File: src/pdc_params.svh
// Constants of the power-down and clock-divider control block
`ifndef PDC_PARAMS_SVH
`define PDC_PARAMS_SVH

`define PDC_ADDR_W          12
`define PDC_OFS_CTRL_B      12'h000
`define PDC_OFS_MSTBY_A     12'h004
`define PDC_OFS_CTRL_A      12'h008
`define PDC_OFS_STATUS      12'h00c

`define PDC_RST_CTRL_B      8'h00
`define PDC_RST_MSTBY_A     8'h00
`define PDC_RST_CTRL_A      8'h00

`define PDC_BIT_SUB_SLEEP   7
`define PDC_BIT_LOW_SPEED   6
`define PDC_BIT_DIRECT      5
`define PDC_ACT_DIV_HI      4
`define PDC_ACT_DIV_LO      2
`define PDC_SUB_DIV_HI      1
`define PDC_SUB_DIV_LO      0
`define PDC_BIT_STANDBY     7

`define PDC_BIT_I2C         6
`define PDC_BIT_SERIAL      5
`define PDC_BIT_ADC         4
`define PDC_BIT_WDT         3
`define PDC_BIT_ITMR        1
`define PDC_BIT_RTC         0
`define PDC_MSTBY_MASK      8'h7b

`define PDC_TC_DIV1         6'h00
`define PDC_TC_DIV8         6'h07
`define PDC_TC_DIV16        6'h0f
`define PDC_TC_DIV32        6'h1f
`define PDC_TC_DIV64        6'h3f
`define PDC_TC_SUB8         3'h7
`define PDC_TC_SUB4         3'h3
`define PDC_TC_SUB2         3'h1

`endif

File: src/pdc_pkg.sv
// Types of the power-down and clock-divider control block
package pdc_pkg;

    typedef enum logic [2:0] {
        PDC_ACTIVE   = 3'h0,
        PDC_SLEEP    = 3'h1,
        PDC_SUBACT   = 3'h2,
        PDC_SUBSLEEP = 3'h3,
        PDC_STANDBY  = 3'h4
    } pdc_mode_t;

    typedef enum logic [2:0] {
        PDC_SEL_CTRL_B  = 3'h0,
        PDC_SEL_MSTBY_A = 3'h1,
        PDC_SEL_CTRL_A  = 3'h2,
        PDC_SEL_STATUS  = 3'h3,
        PDC_SEL_NONE    = 3'h4
    } pdc_sel_t;

endpackage : pdc_pkg

File: src/pdc_div_if.sv
// Carrier between the control core and the clock-enable dividers
interface pdc_div_if;
    logic [2:0] act_code;
    logic [1:0] sub_code;
    logic       run_main;
    logic       run_sub;
    logic       watch_tick;
    logic       main_tick;
    logic       sub_tick;

    modport core (
        output act_code,
        output sub_code,
        output run_main,
        output run_sub,
        output watch_tick,
        input  main_tick,
        input  sub_tick
    );

    modport div (
        input  act_code,
        input  sub_code,
        input  run_main,
        input  run_sub,
        input  watch_tick,
        output main_tick,
        output sub_tick
    );
endinterface : pdc_div_if

File: src/pdc_clkdiv.sv
// Clock-enable dividers for the main oscillator and the watch clock
`include "pdc_params.svh"

module pdc_clkdiv (
    input  wire logic clk,
    input  wire logic rst,
    input  wire logic ce,
    pdc_div_if.div    dif
);

    logic [5:0] main_cnt_ff;
    logic [2:0] sub_cnt_ff;
    logic       main_tick_ff;
    logic       sub_tick_ff;

    function automatic logic [5:0] main_tc(input logic [2:0] code);
        case (code)
            3'h4:    main_tc = `PDC_TC_DIV8;
            3'h5:    main_tc = `PDC_TC_DIV16;
            3'h6:    main_tc = `PDC_TC_DIV32;
            3'h7:    main_tc = `PDC_TC_DIV64;
            default: main_tc = `PDC_TC_DIV1;
        endcase
    endfunction : main_tc

    function automatic logic [2:0] sub_tc(input logic [1:0] code);
        case (code)
            2'h0:    sub_tc = `PDC_TC_SUB8;
            2'h1:    sub_tc = `PDC_TC_SUB4;
            default: sub_tc = `PDC_TC_SUB2;
        endcase
    endfunction : sub_tc

    // Main rate: 0xx undivided, 100..111 by 8/16/32/64
    always_ff @(posedge clk or posedge rst) begin
        if (rst) begin
            main_cnt_ff  <= 6'h00;
            main_tick_ff <= 1'b0;
        end else if (ce) begin
            if (!dif.run_main) begin
                main_cnt_ff  <= 6'h00;
                main_tick_ff <= 1'b0;
            end else if (main_cnt_ff >= main_tc(dif.act_code)) begin
                main_cnt_ff  <= 6'h00;
                main_tick_ff <= 1'b1;
            end else begin
                main_cnt_ff  <= main_cnt_ff + 6'h01;
                main_tick_ff <= 1'b0;
            end
        end
    end

    // Sub rate counts watch-clock edges: 00 by 8, 01 by 4, 1x by 2
    always_ff @(posedge clk or posedge rst) begin
        if (rst) begin
            sub_cnt_ff  <= 3'h0;
            sub_tick_ff <= 1'b0;
        end else if (ce) begin
            if (!dif.run_sub) begin
                sub_cnt_ff  <= 3'h0;
                sub_tick_ff <= 1'b0;
            end else if (!dif.watch_tick) begin
                sub_tick_ff <= 1'b0;
            end else if (sub_cnt_ff >= sub_tc(dif.sub_code)) begin
                sub_cnt_ff  <= 3'h0;
                sub_tick_ff <= 1'b1;
            end else begin
                sub_cnt_ff  <= sub_cnt_ff + 3'h1;
                sub_tick_ff <= 1'b0;
            end
        end
    end

    assign dif.main_tick = main_tick_ff;
    assign dif.sub_tick  = sub_tick_ff;
endmodule : pdc_clkdiv

File: src/pdc_power_ctrl.sv
// Power-down mode and clock-divider control with APB registers
//
// Operation
// - Active divider 0xx undivided, else 8..64
// - New main divider applies only after sleep
// - Sub divider 00 /8, 01 /4, 1x /2
// - New sub divider applies only after sleep
// - Sleep target from four select bits
// - No direct: sleep, subsleep or standby entry
// - Direct set: run-to-run transition, no halt
// - Standby select clear sleeps, set standbys
// - Each module stopped while its bit set
// - Watchdog stop ignored on internal oscillator
// - Reserved standby bits 7, 2 read zero
// - Reset clears all fields and stop bits
`include "pdc_params.svh"

module pdc_power_ctrl (
    input  wire logic                    CLK_SYS,
    input  wire logic                    SYS_RST,
    input  wire logic                    CE,
    input  wire logic                    PSEL,
    input  wire logic                    PENABLE,
    input  wire logic                    PWRITE,
    input  wire logic [`PDC_ADDR_W-1:0]  PADDR,
    input  wire logic [31:0]             PWDATA,
    output logic      [31:0]             PRDATA,
    output logic                         PREADY,
    output logic                         PSLVERR,
    input  wire logic                    SLEEP_EXEC,
    input  wire logic                    WAKE_IRQ,
    input  wire logic                    WATCH_CLK_IN,
    input  wire logic                    WDT_INTOSC_SEL,
    output logic      [2:0]              MODE,
    output logic                         CPU_HALT,
    output logic                         MAIN_CLK_EN,
    output logic                         SUB_CLK_EN,
    output logic                         STOP_I2C,
    output logic                         STOP_SERIAL,
    output logic                         STOP_ADC,
    output logic                         STOP_WDT,
    output logic                         STOP_ITMR,
    output logic                         STOP_RTC
);

    logic [7:0]         ctrl_b_ff;
    logic [7:0]         mstby_ff;
    logic [7:0]         ctrl_a_ff;
    logic [2:0]         act_code_ff;
    logic [1:0]         sub_code_ff;
    logic [31:0]        prdata_ff;
    logic               pready_ff;
    logic               pslverr_ff;
    logic               wdt_stop_ff;
    logic               halt_ff;
    logic [2:0]         watch_sync_ff;
    logic [1:0]         intosc_sync_ff;
    pdc_pkg::pdc_mode_t mode_ff;
    pdc_pkg::pdc_mode_t nxt_mode;
    pdc_pkg::pdc_sel_t  sel;
    logic               setup;
    logic               wr_en;
    logic               running;
    logic               sleep_go;

    pdc_div_if dif ();

    function automatic pdc_pkg::pdc_sel_t reg_decode(input logic [`PDC_ADDR_W-1:0] a);
        case (a)
            `PDC_OFS_CTRL_B:  reg_decode = pdc_pkg::PDC_SEL_CTRL_B;
            `PDC_OFS_MSTBY_A: reg_decode = pdc_pkg::PDC_SEL_MSTBY_A;
            `PDC_OFS_CTRL_A:  reg_decode = pdc_pkg::PDC_SEL_CTRL_A;
            `PDC_OFS_STATUS:  reg_decode = pdc_pkg::PDC_SEL_STATUS;
            default:          reg_decode = pdc_pkg::PDC_SEL_NONE;
        endcase
    endfunction : reg_decode

    assign sel      = reg_decode(PADDR);
    assign setup    = PSEL && !PENABLE;
    assign wr_en    = PSEL && PENABLE && pready_ff && PWRITE && CE;
    assign running  = (mode_ff == pdc_pkg::PDC_ACTIVE) || (mode_ff == pdc_pkg::PDC_SUBACT);
    assign sleep_go = SLEEP_EXEC && running;

    // No wait state: PREADY high in the access cycle right after setup
    always_ff @(posedge CLK_SYS or posedge SYS_RST) begin
        if (SYS_RST) begin
            pready_ff  <= 1'b0;
            pslverr_ff <= 1'b0;
        end else if (CE) begin
            pready_ff  <= setup;
            pslverr_ff <= setup && (sel == pdc_pkg::PDC_SEL_NONE);
        end
    end

    // Read data captured at setup, so it holds through the access
    always_ff @(posedge CLK_SYS or posedge SYS_RST) begin
        if (SYS_RST) begin
            prdata_ff <= 32'h0000_0000;
        end else if (CE && setup) begin
            case (sel)
                pdc_pkg::PDC_SEL_CTRL_B:  prdata_ff <= {24'h00_0000, ctrl_b_ff};
                pdc_pkg::PDC_SEL_MSTBY_A: prdata_ff <= {24'h00_0000, mstby_ff};
                pdc_pkg::PDC_SEL_CTRL_A:  prdata_ff <= {24'h00_0000, ctrl_a_ff};
                pdc_pkg::PDC_SEL_STATUS:  prdata_ff <= {24'h00_0000, mode_ff,
                                                        act_code_ff, sub_code_ff};
                default:                  prdata_ff <= 32'h0000_0000;
            endcase
        end
    end

    always_ff @(posedge CLK_SYS or posedge SYS_RST) begin
        if (SYS_RST) begin
            ctrl_b_ff <= `PDC_RST_CTRL_B;
            mstby_ff  <= `PDC_RST_MSTBY_A;
            ctrl_a_ff <= `PDC_RST_CTRL_A;
        end else if (wr_en) begin
            case (sel)
                pdc_pkg::PDC_SEL_CTRL_B:  ctrl_b_ff <= PWDATA[7:0];
                pdc_pkg::PDC_SEL_MSTBY_A: mstby_ff  <= PWDATA[7:0] & `PDC_MSTBY_MASK;
                pdc_pkg::PDC_SEL_CTRL_A:  ctrl_a_ff <= {PWDATA[`PDC_BIT_STANDBY], 7'h00};
                default:                  ctrl_a_ff <= ctrl_a_ff;
            endcase
        end
    end

    // Pins from outside the clock domain: two flops before use
    always_ff @(posedge CLK_SYS or posedge SYS_RST) begin
        if (SYS_RST) begin
            watch_sync_ff  <= 3'h0;
            intosc_sync_ff <= 2'h0;
        end else if (CE) begin
            watch_sync_ff  <= {watch_sync_ff[1:0], WATCH_CLK_IN};
            intosc_sync_ff <= {intosc_sync_ff[0], WDT_INTOSC_SEL};
        end
    end

    // Divider selections are copied only at the sleep instruction
    always_ff @(posedge CLK_SYS or posedge SYS_RST) begin
        if (SYS_RST) begin
            act_code_ff <= 3'h0;
            sub_code_ff <= 2'h0;
        end else if (CE && sleep_go) begin
            act_code_ff <= ctrl_b_ff[`PDC_ACT_DIV_HI:`PDC_ACT_DIV_LO];
            sub_code_ff <= ctrl_b_ff[`PDC_SUB_DIV_HI:`PDC_SUB_DIV_LO];
        end
    end

    always_comb begin
        nxt_mode = mode_ff;
        case (mode_ff)
            pdc_pkg::PDC_ACTIVE, pdc_pkg::PDC_SUBACT: begin
                if (SLEEP_EXEC) begin
                    if (ctrl_b_ff[`PDC_BIT_DIRECT]) begin
                        nxt_mode = ctrl_b_ff[`PDC_BIT_LOW_SPEED] ? pdc_pkg::PDC_SUBACT
                                                                : pdc_pkg::PDC_ACTIVE;
                    end else if (ctrl_a_ff[`PDC_BIT_STANDBY]) begin
                        nxt_mode = pdc_pkg::PDC_STANDBY;
                    end else begin
                        nxt_mode = ctrl_b_ff[`PDC_BIT_SUB_SLEEP] ? pdc_pkg::PDC_SUBSLEEP
                                                                : pdc_pkg::PDC_SLEEP;
                    end
                end
            end
            pdc_pkg::PDC_SLEEP, pdc_pkg::PDC_SUBSLEEP: begin
                if (WAKE_IRQ) begin
                    nxt_mode = ctrl_b_ff[`PDC_BIT_LOW_SPEED] ? pdc_pkg::PDC_SUBACT
                                                            : pdc_pkg::PDC_ACTIVE;
                end
            end
            pdc_pkg::PDC_STANDBY: begin
                if (WAKE_IRQ) begin
                    nxt_mode = pdc_pkg::PDC_ACTIVE;
                end
            end
            default: nxt_mode = pdc_pkg::PDC_ACTIVE;
        endcase
    end

    always_ff @(posedge CLK_SYS or posedge SYS_RST) begin
        if (SYS_RST) begin
            mode_ff <= pdc_pkg::PDC_ACTIVE;
            halt_ff <= 1'b0;
        end else if (CE) begin
            mode_ff <= nxt_mode;
            halt_ff <= !((nxt_mode == pdc_pkg::PDC_ACTIVE) ||
                         (nxt_mode == pdc_pkg::PDC_SUBACT));
        end
    end

    // Registered so the stop line has no combinational path from the sync chain
    always_ff @(posedge CLK_SYS or posedge SYS_RST) begin
        if (SYS_RST) begin
            wdt_stop_ff <= 1'b0;
        end else if (CE) begin
            wdt_stop_ff <= mstby_ff[`PDC_BIT_WDT] && !intosc_sync_ff[1];
        end
    end

    assign dif.act_code   = act_code_ff;
    assign dif.sub_code   = sub_code_ff;
    assign dif.run_main   = (mode_ff == pdc_pkg::PDC_ACTIVE) || (mode_ff == pdc_pkg::PDC_SLEEP);
    assign dif.run_sub    = (mode_ff == pdc_pkg::PDC_SUBACT) ||
                            (mode_ff == pdc_pkg::PDC_SUBSLEEP);
    assign dif.watch_tick = watch_sync_ff[1] && !watch_sync_ff[2];

    pdc_clkdiv u_div (
        .clk (CLK_SYS),
        .rst (SYS_RST),
        .ce  (CE),
        .dif (dif)
    );

    assign PRDATA      = prdata_ff;
    assign PREADY      = pready_ff;
    assign PSLVERR     = pslverr_ff;
    assign MODE        = mode_ff;
    assign CPU_HALT    = halt_ff;
    assign MAIN_CLK_EN = dif.main_tick;
    assign SUB_CLK_EN  = dif.sub_tick;
    assign STOP_I2C    = mstby_ff[`PDC_BIT_I2C];
    assign STOP_SERIAL = mstby_ff[`PDC_BIT_SERIAL];
    assign STOP_ADC    = mstby_ff[`PDC_BIT_ADC];
    assign STOP_WDT    = wdt_stop_ff;
    assign STOP_ITMR   = mstby_ff[`PDC_BIT_ITMR];
    assign STOP_RTC    = mstby_ff[`PDC_BIT_RTC];
endmodule : pdc_power_ctrl

File: config.mk
export PLATFORM = sky130hd
export DESIGN_NAME = pdc_power_ctrl
export DESIGN_NICKNAME = d
export VERILOG_FILES = /design/src/pdc_pkg.sv /design/src/pdc_div_if.sv /design/src/pdc_clkdiv.sv /design/src/pdc_power_ctrl.sv
export VERILOG_INCLUDE_DIRS = /design/src
export SDC_FILE = /design/constraint.sdc
export NUM_CORES = 1
export LEC_CHECK = 0
export BUFFER_PORTS_ARGS = -buffer_cell sky130_fd_sc_hd__buf_2
export CAP_MARGIN = 20
export CORE_UTILIZATION = 50
export CTS_BUF_LIST = sky130_fd_sc_hd__clkbuf_16
export CTS_CLUSTER_SIZE = 16
export DETAILED_ROUTE_END_ITERATION = 7
export PLACE_DENSITY = 0.78
export SLEW_MARGIN = 20
export SYNTH_ARGS = -nofsm -noshare
export SYNTH_HDL_FRONTEND = slang
export SYNTH_HIERARCHICAL = 1
export SYNTH_SLANG_ARGS = --single-unit
File: constraint.sdc
create_clock -name CLK_SYS -period 1.9 [get_ports CLK_SYS]
set_input_delay 0.19 -clock CLK_SYS [delete_from_list [all_inputs] [get_ports CLK_SYS]]
set_output_delay 0.19 -clock CLK_SYS [all_outputs]
set_load 0.005 [all_outputs]
* After elaboration in Yosys (flattened, before gate mapping)
Index checks and enable logic that the tools add are counted.
** Storage, ports and cells
- Bits in latches :: 0
- Bits in registers :: 75
- Word-level logic and storage cells :: 96
- RAM bits :: 0
- ROM bits :: 0
- Output and inout bits :: 46
- Input bits :: 54
- Memories :: 0
** Cells by class
- $mul :: 0
- Reductions and logical operators :: 30
- Muxes and demuxes :: 27
- Div/mod/pow operators :: 0
- Equal/unequal tests :: 18
- Bitwise gates (word level) :: 0
- $add $sub $neg :: 2
- Shifts and indexed selects :: 0
- $lt $le $gt $ge :: 2
** Operators by type and width (number)
- two-way mux 3 bit :: 11
- one-hot mux 8 bit (4 select lines) :: 1
- equality test 12 x 4 -> 1 bit, second input constant :: 2
- two-way mux 6 bit :: 4
- one-hot mux 6 bit (4 select lines) :: 1
- equality test 3 bit, second input constant :: 6
- equality test 3 x 2 -> 1 bit, second input constant :: 5
- equality test 12 x 3 -> 1 bit, second input constant :: 1
- logical NOT 12 bit :: 1
- one-hot mux 3 bit (4 select lines) :: 1
- logical AND 1 bit :: 11
- logical NOT 3 bit :: 3
- one-hot mux 3 bit (3 select lines) :: 1
- AND reduction 2 bit :: 4
- adder 6 x 1 -> 6 bit, second input constant :: 1
- equality test 3 x 1 -> 1 bit, second input constant :: 2
- greater-or-equal comparator 6 bit :: 1
- one-hot mux 3 bit (2 select lines) :: 1
- two-way mux 1 bit :: 5
- logical NOT 1 bit :: 4
- logical OR 1 bit :: 4
- two-way mux 2 bit :: 2
- OR reduction 2 bit :: 2
- adder 3 x 1 -> 3 bit, second input constant :: 1
- other kinds (4) :: 4

* Depth between registers and ports, before layout
- Depth in word-level cells :: 9
- Gate-level depth with buffers :: 6
- Gate-level depth less buffers :: 6

* By module
Netlist, hierarchy kept.
** Modules (own cells, without submodules)
- pdc_power_ctrl :: times used 1, cells each 185, seq. area each 1001.0 µm², area an instance 2122.0 µm²
- pdc_clkdiv :: times used 1, cells each 82, seq. area each 275.3 µm², area an instance 774.5 µm²

* Least setup slack after synthesis
No wires, ideal clock.
- Path kind :: flip-flop to flip-flop
- Start :: reg sub_code_ff[1], in the netlist dif.sub_code[1]
- End :: reg u_div.sub_cnt_ff[2]
- Period minus slack after synthesis :: 1.624 ns
- Data arrival time :: 1.497 ns
- Path slack :: 0.276 ns
- Stages on the path, launching flop included :: 6
- Setup time :: 0.126 ns
- Path through :: dfrtp_1 or2_2 ha_1 a21o_1 o21ai_0 a311o_1
** On the way
- Word-level cells in the longest chain between the ends :: 9
- Elaborated cells between the ends (all ways) :: 10
- Those cells by class :: order compare (1); eq/ne (1); mux (7); reduce/logical (1)
** RTL lines
- from (decl) :: line pdc_power_ctrl.sv:50 : logic [1:0] sub_code_ff;
- from (signal assigned) :: line pdc_power_ctrl.sv:144 : sub_code_ff <= ctrl_b_ff[`PDC_SUB_DIV_HI:`PDC_SUB_DIV_LO];
- equality test 2 x 1 -> 1 bit / logical NOT 2 bit (equally long branches) :: line pdc_clkdiv.sv:27 : case (code)
- one-hot mux 3 bit (2 select lines) (*) :: line pdc_clkdiv.sv:27
- two-way mux 3 bit (*) :: line pdc_clkdiv.sv:62 : end else if (!dif.watch_tick) begin
- two-way mux 3 bit (*) :: line pdc_clkdiv.sv:59 : if (!dif.run_sub) begin
- two-way mux 3 bit (*) :: line pdc_clkdiv.sv:58 : end else if (ce) begin
- greater-or-equal comparator 3 bit (*) :: line pdc_clkdiv.sv:64 : end else if (sub_cnt_ff >= sub_tc(dif.sub_code)) begin
- two-way mux 3 bit (*) :: line pdc_clkdiv.sv:64
- two-way mux 3 bit (*) :: line pdc_clkdiv.sv:62
- two-way mux 3 bit (*) :: line pdc_clkdiv.sv:59
- to (signal assigned) :: line pdc_clkdiv.sv:68 : sub_cnt_ff <= sub_cnt_ff + 3'h1;
- to (decl) :: line pdc_clkdiv.sv:12 : logic [2:0] sub_cnt_ff;
Mark *: on every way between the ends. The rest lies on a longest branch, timed or not. The select of a mux whose other input is x is not followed.
A chain may end at the register's enable or synchronous reset.

* Worst setup path after layout
Ends and elaborated chain as after synthesis.

==> results.tsv <==
stage	metric	value	unit
status	status	complete, no violations	
floorplan	rows	27	
place	hpwl	4288	microns
cts	clock_sinks	51	
cts	cts-root-buf	clkbuf_16	
critical_path	crit_arrival	1.93	ns
synthesis	synthCells	267	
global_route	overflow	0	
critical_path	rr_endpoint	u_div/sub_cnt_ff[2]	
power	total_power	0.002574	W
timing	fmax	569.2	MHz
global_route	grt_use_total	0.2080	
synthesis	synth_cell_type_count	48	
route	postRouteAntennaNets	0	
synthesis	yosys.area.top_type_share	0.4406	
critical_path	crit_type	reg2reg	
global_route	grt_max_degree	41	
place	pre_cts_slack	0.1646	ns
route	drc	0	
critical_path	reg2reg_from	dif.sub_code[1]	
timing	slew_headroom	0.6563	
floorplan	die_w	78.11	microns
power	p_per_area	768.8	nW/um^2
timing	slew_violations	0	
job	cap_viol_max_count	0	
floorplan	floorplan.initialDensity	0.5228	
route	finalWirelength	5837	microns
route	firstDrtPassIters	4	
global_route	grt_pass1_vias	1985	
min_path	hold_path_class	in2reg	
timing	finalSetupTns	0	ns
timing	clock_skew	0.007219	ns
critical_path	rrSetupSlack	0.14	ns
layout	diodes	0	
cts	cts_buffers	5	
floorplan	ioPinCount	100	
route	vias_per_cell	5.412	
synthesis	ys_seq_area_frac	0.4406	
timing	hold_viol	0	
layout	syn2layout_area_growth	15.59	%
power	p_leak	1.658	nW
synthesis	yosysWarnings	6	
synthesis	async_reset_ff_frac	1.000	
synthesis	synth_edf_count	0	
global_route	antenna_found_initial	0	
synthesis	synth_area	2897	sq um
synthesis	synthTopCellsByArea	dfrtp_1, mux2_2, buf_4	
route	wl_per_cell	14.74	microns
route	drtIter0Drc	142	
critical_path	crit_path_end	u_div/sub_cnt_ff[2]	
critical_path	startpoint_type	register	
layout	layout.nets	387	
place	placed_area	3149	sq um
floorplan	dieArea	6101	sq um
place	gp_congestion	0.8583	
timing	setup_viol	0	
floorplan	core_area	5540	sq um
cts	cts_tree	built	
floorplan	die_h	78.11	microns
critical_path	endpoint_kind	register	
layout	finalInstanceArea	3348	sq um
layout	fill_cells	501	
layout	drive_gt1_frac	0.3272	
timing	worstMarginPinSlew	0.5155	ns
critical_path	startpoint	dif.sub_code[1]	
synthesis	avgSynthCellArea	10.85	sq um
cts	htreeDepth	2	
cts	clockBufferDepth	2	
timing	min_period	1.757	ns
power	ir_drop	0.4453	mV
timing	rsz0062_at_grt	false	
place	io_buffers	51	
cts	worst_skew_pair.late_latency	0.29	ns
critical_path	critPathMaxFanout	4	
critical_path	worst-r2r-cell-count	5	
min_path	hold-path-cell-count	2	
critical_path	worst-endpoint-required	2.07	ns
timing	layout_setup_ws	0.1431	ns
cts	clk_pin_slew	0.06	ns
timing	fin_crit_sh	0.9247	
synthesis	ys_seq_elements	51	
route	route.vias.total	2143	
global_route	grt_pass1_wl	9791	microns
synthesis	synth_area_leader_cell	dfrtp_1	
synthesis	synth-main-ff-cell	dfrtp_1	
==> worst max-delay path: stages (launching register included) <==
cell and delay, ns:
dfrtp_1 0.41, or2_2 0.31, ha_1 0.29, a21o_1 0.17
o21ai_0 0.10, a311o_1 0.36
==> layout make-up <==
type | count | area [sq um] | share of cell area
Tap cell | 72 | 90.09 | 0.02691
Clock buffer | 5 | 125.1 | 0.03737
Multi-Input combinational cell | 191 | 1415 | 0.4226
Timing Repair Buffer | 60 | 325.3 | 0.09716
Sequential cell | 51 | 1276 | 0.3812
Inverter | 14 | 52.55 | 0.01570
Clock inverter | 3 | 63.81 | 0.01906
==> metal layers <==
| metal | global-route usage | wire length [microns] |
|---|---|---|
| met1 | 0.2714 | 2593 |
| met4 | 0.06111 | 91 |
| met5 | 0 | 0 |
| met3 | 0.03837 | 343 |
| met2 | 0.3518 | 2809 |
==> how the worst min path moves through the flow <==
| stage | startpoint | to | slack [ns] |
|---|---|---|---|
| floorplan | SYS_RST | u_div/dif.main_tick | 0.04 |
| global placement | SYS_RST | u_div/dif.main_tick | 0.22 |
| detailed placement | SYS_RST | u_div/dif.sub_tick | 0.23 |
| CTS | WATCH_CLK_IN | watch_sync_ff[0] | 0.13 |
| global route | WATCH_CLK_IN | watch_sync_ff[0] | 0.13 |
| finish | WDT_INTOSC_SEL | intosc_sync_ff[0] | 0.14 |
==> cells in the final DEF, fill, tap and decap left out, drive strengths merged, types with 3 or more instances in the layout <==
master	count
nand2b	5
mux2	27
o211ai	4
ha	10
o21ai	12
mux2i	5
a2bb2oi	6
o22ai	4
nor4	4
nor2b	5
buf	59
nand3b	3
nor2	10
a21oi	13
inv	15
o31ai	4
conb	24
nand2	19
clkbuf	5
nand3	5
dfrtp	51
xor2	3
or2	3
nand4	5
==> cells in the mapped netlist (2+ instances only) <==
cell type / n
a2bb2oi_1: 6
nor2_1: 9
nor4b_1: 2
a31oi_1: 2
o22ai_1: 4
a22o_1: 2
a21o_1: 2
nor4_4: 2
buf_4: 26
o31ai_1: 4
or2_2: 3
nand3b_1: 3
nand2_1: 19
xor2_1: 3
a21oi_2: 2
o21ai_0: 11
o211ai_1: 4
buf_2: 2
dfrtp_1: 51
nand3_1: 5
mux2_2: 21
nand4_1: 4
inv_1: 14
a21oi_1: 11
a311o_1: 2
nand2b_1: 5
mux2i_1: 5
clkbuf_1: 5
nor2b_1: 5
ha_1: 10
mux2_4: 6
==> state kept, by name, summed over array words and instances (netlist names) <==
register,flops
PSLVERR,1
CPU_HALT,1
u_div/main_cnt_ff,6
STOP_WDT,1
dif.sub_code,2
PRDATA,8
intosc_sync_ff,2
u_div/sub_cnt_ff,3
MODE,3
watch_sync_ff,3
ctrl_a_ff,1
ctrl_b_ff,8
u_div/dif.main_tick,1
PREADY,1
mstby_ff,6
act_code_ff,3
u_div/dif.sub_tick,1
==> timing repair <==
action | in CTS | in global routing
endpoints found under the setup margin | 0 | 0
hold buffers | 1 | 0
gates resized for setup | 0 | 0
setup buffers | 0 | 0
hold endpoints to repair | 11 | 0
==> through the flow <==
stage               hold slack (ns)  std cells    util
floorplan                   0.04244        290       -
global placement             0.2185        387  0.5684
detailed placement           0.2340        387  0.5684
CTS                          0.1350        396  0.6043
global route                 0.1316        396  0.6043
finish                       0.1352        396  0.6043
==> power breakdown <==
group / total (W) / internal, W / switching, W
sequential: 0.00117 / 0.00113 / 0.0000394
combinational: 0.000271 / 0.000122 / 0.000149
clock: 0.00114 / 0.000750 / 0.000388
==> cells by family (layout without fill, tap and decap cells) <==
family,Yosys count,after routing,synth area share
compound gates,56,56,0.1317
xor+xnor,3,3,0.009073
fa+ha+maj,10,10,0.04320
buf+inv,48,82,0.1006
flops,51,51,0.4406
mux,32,32,0.1300
other cells,1,24,0.001295
simple gates,66,66,0.1434
Power figures use the tool's default switching activity.
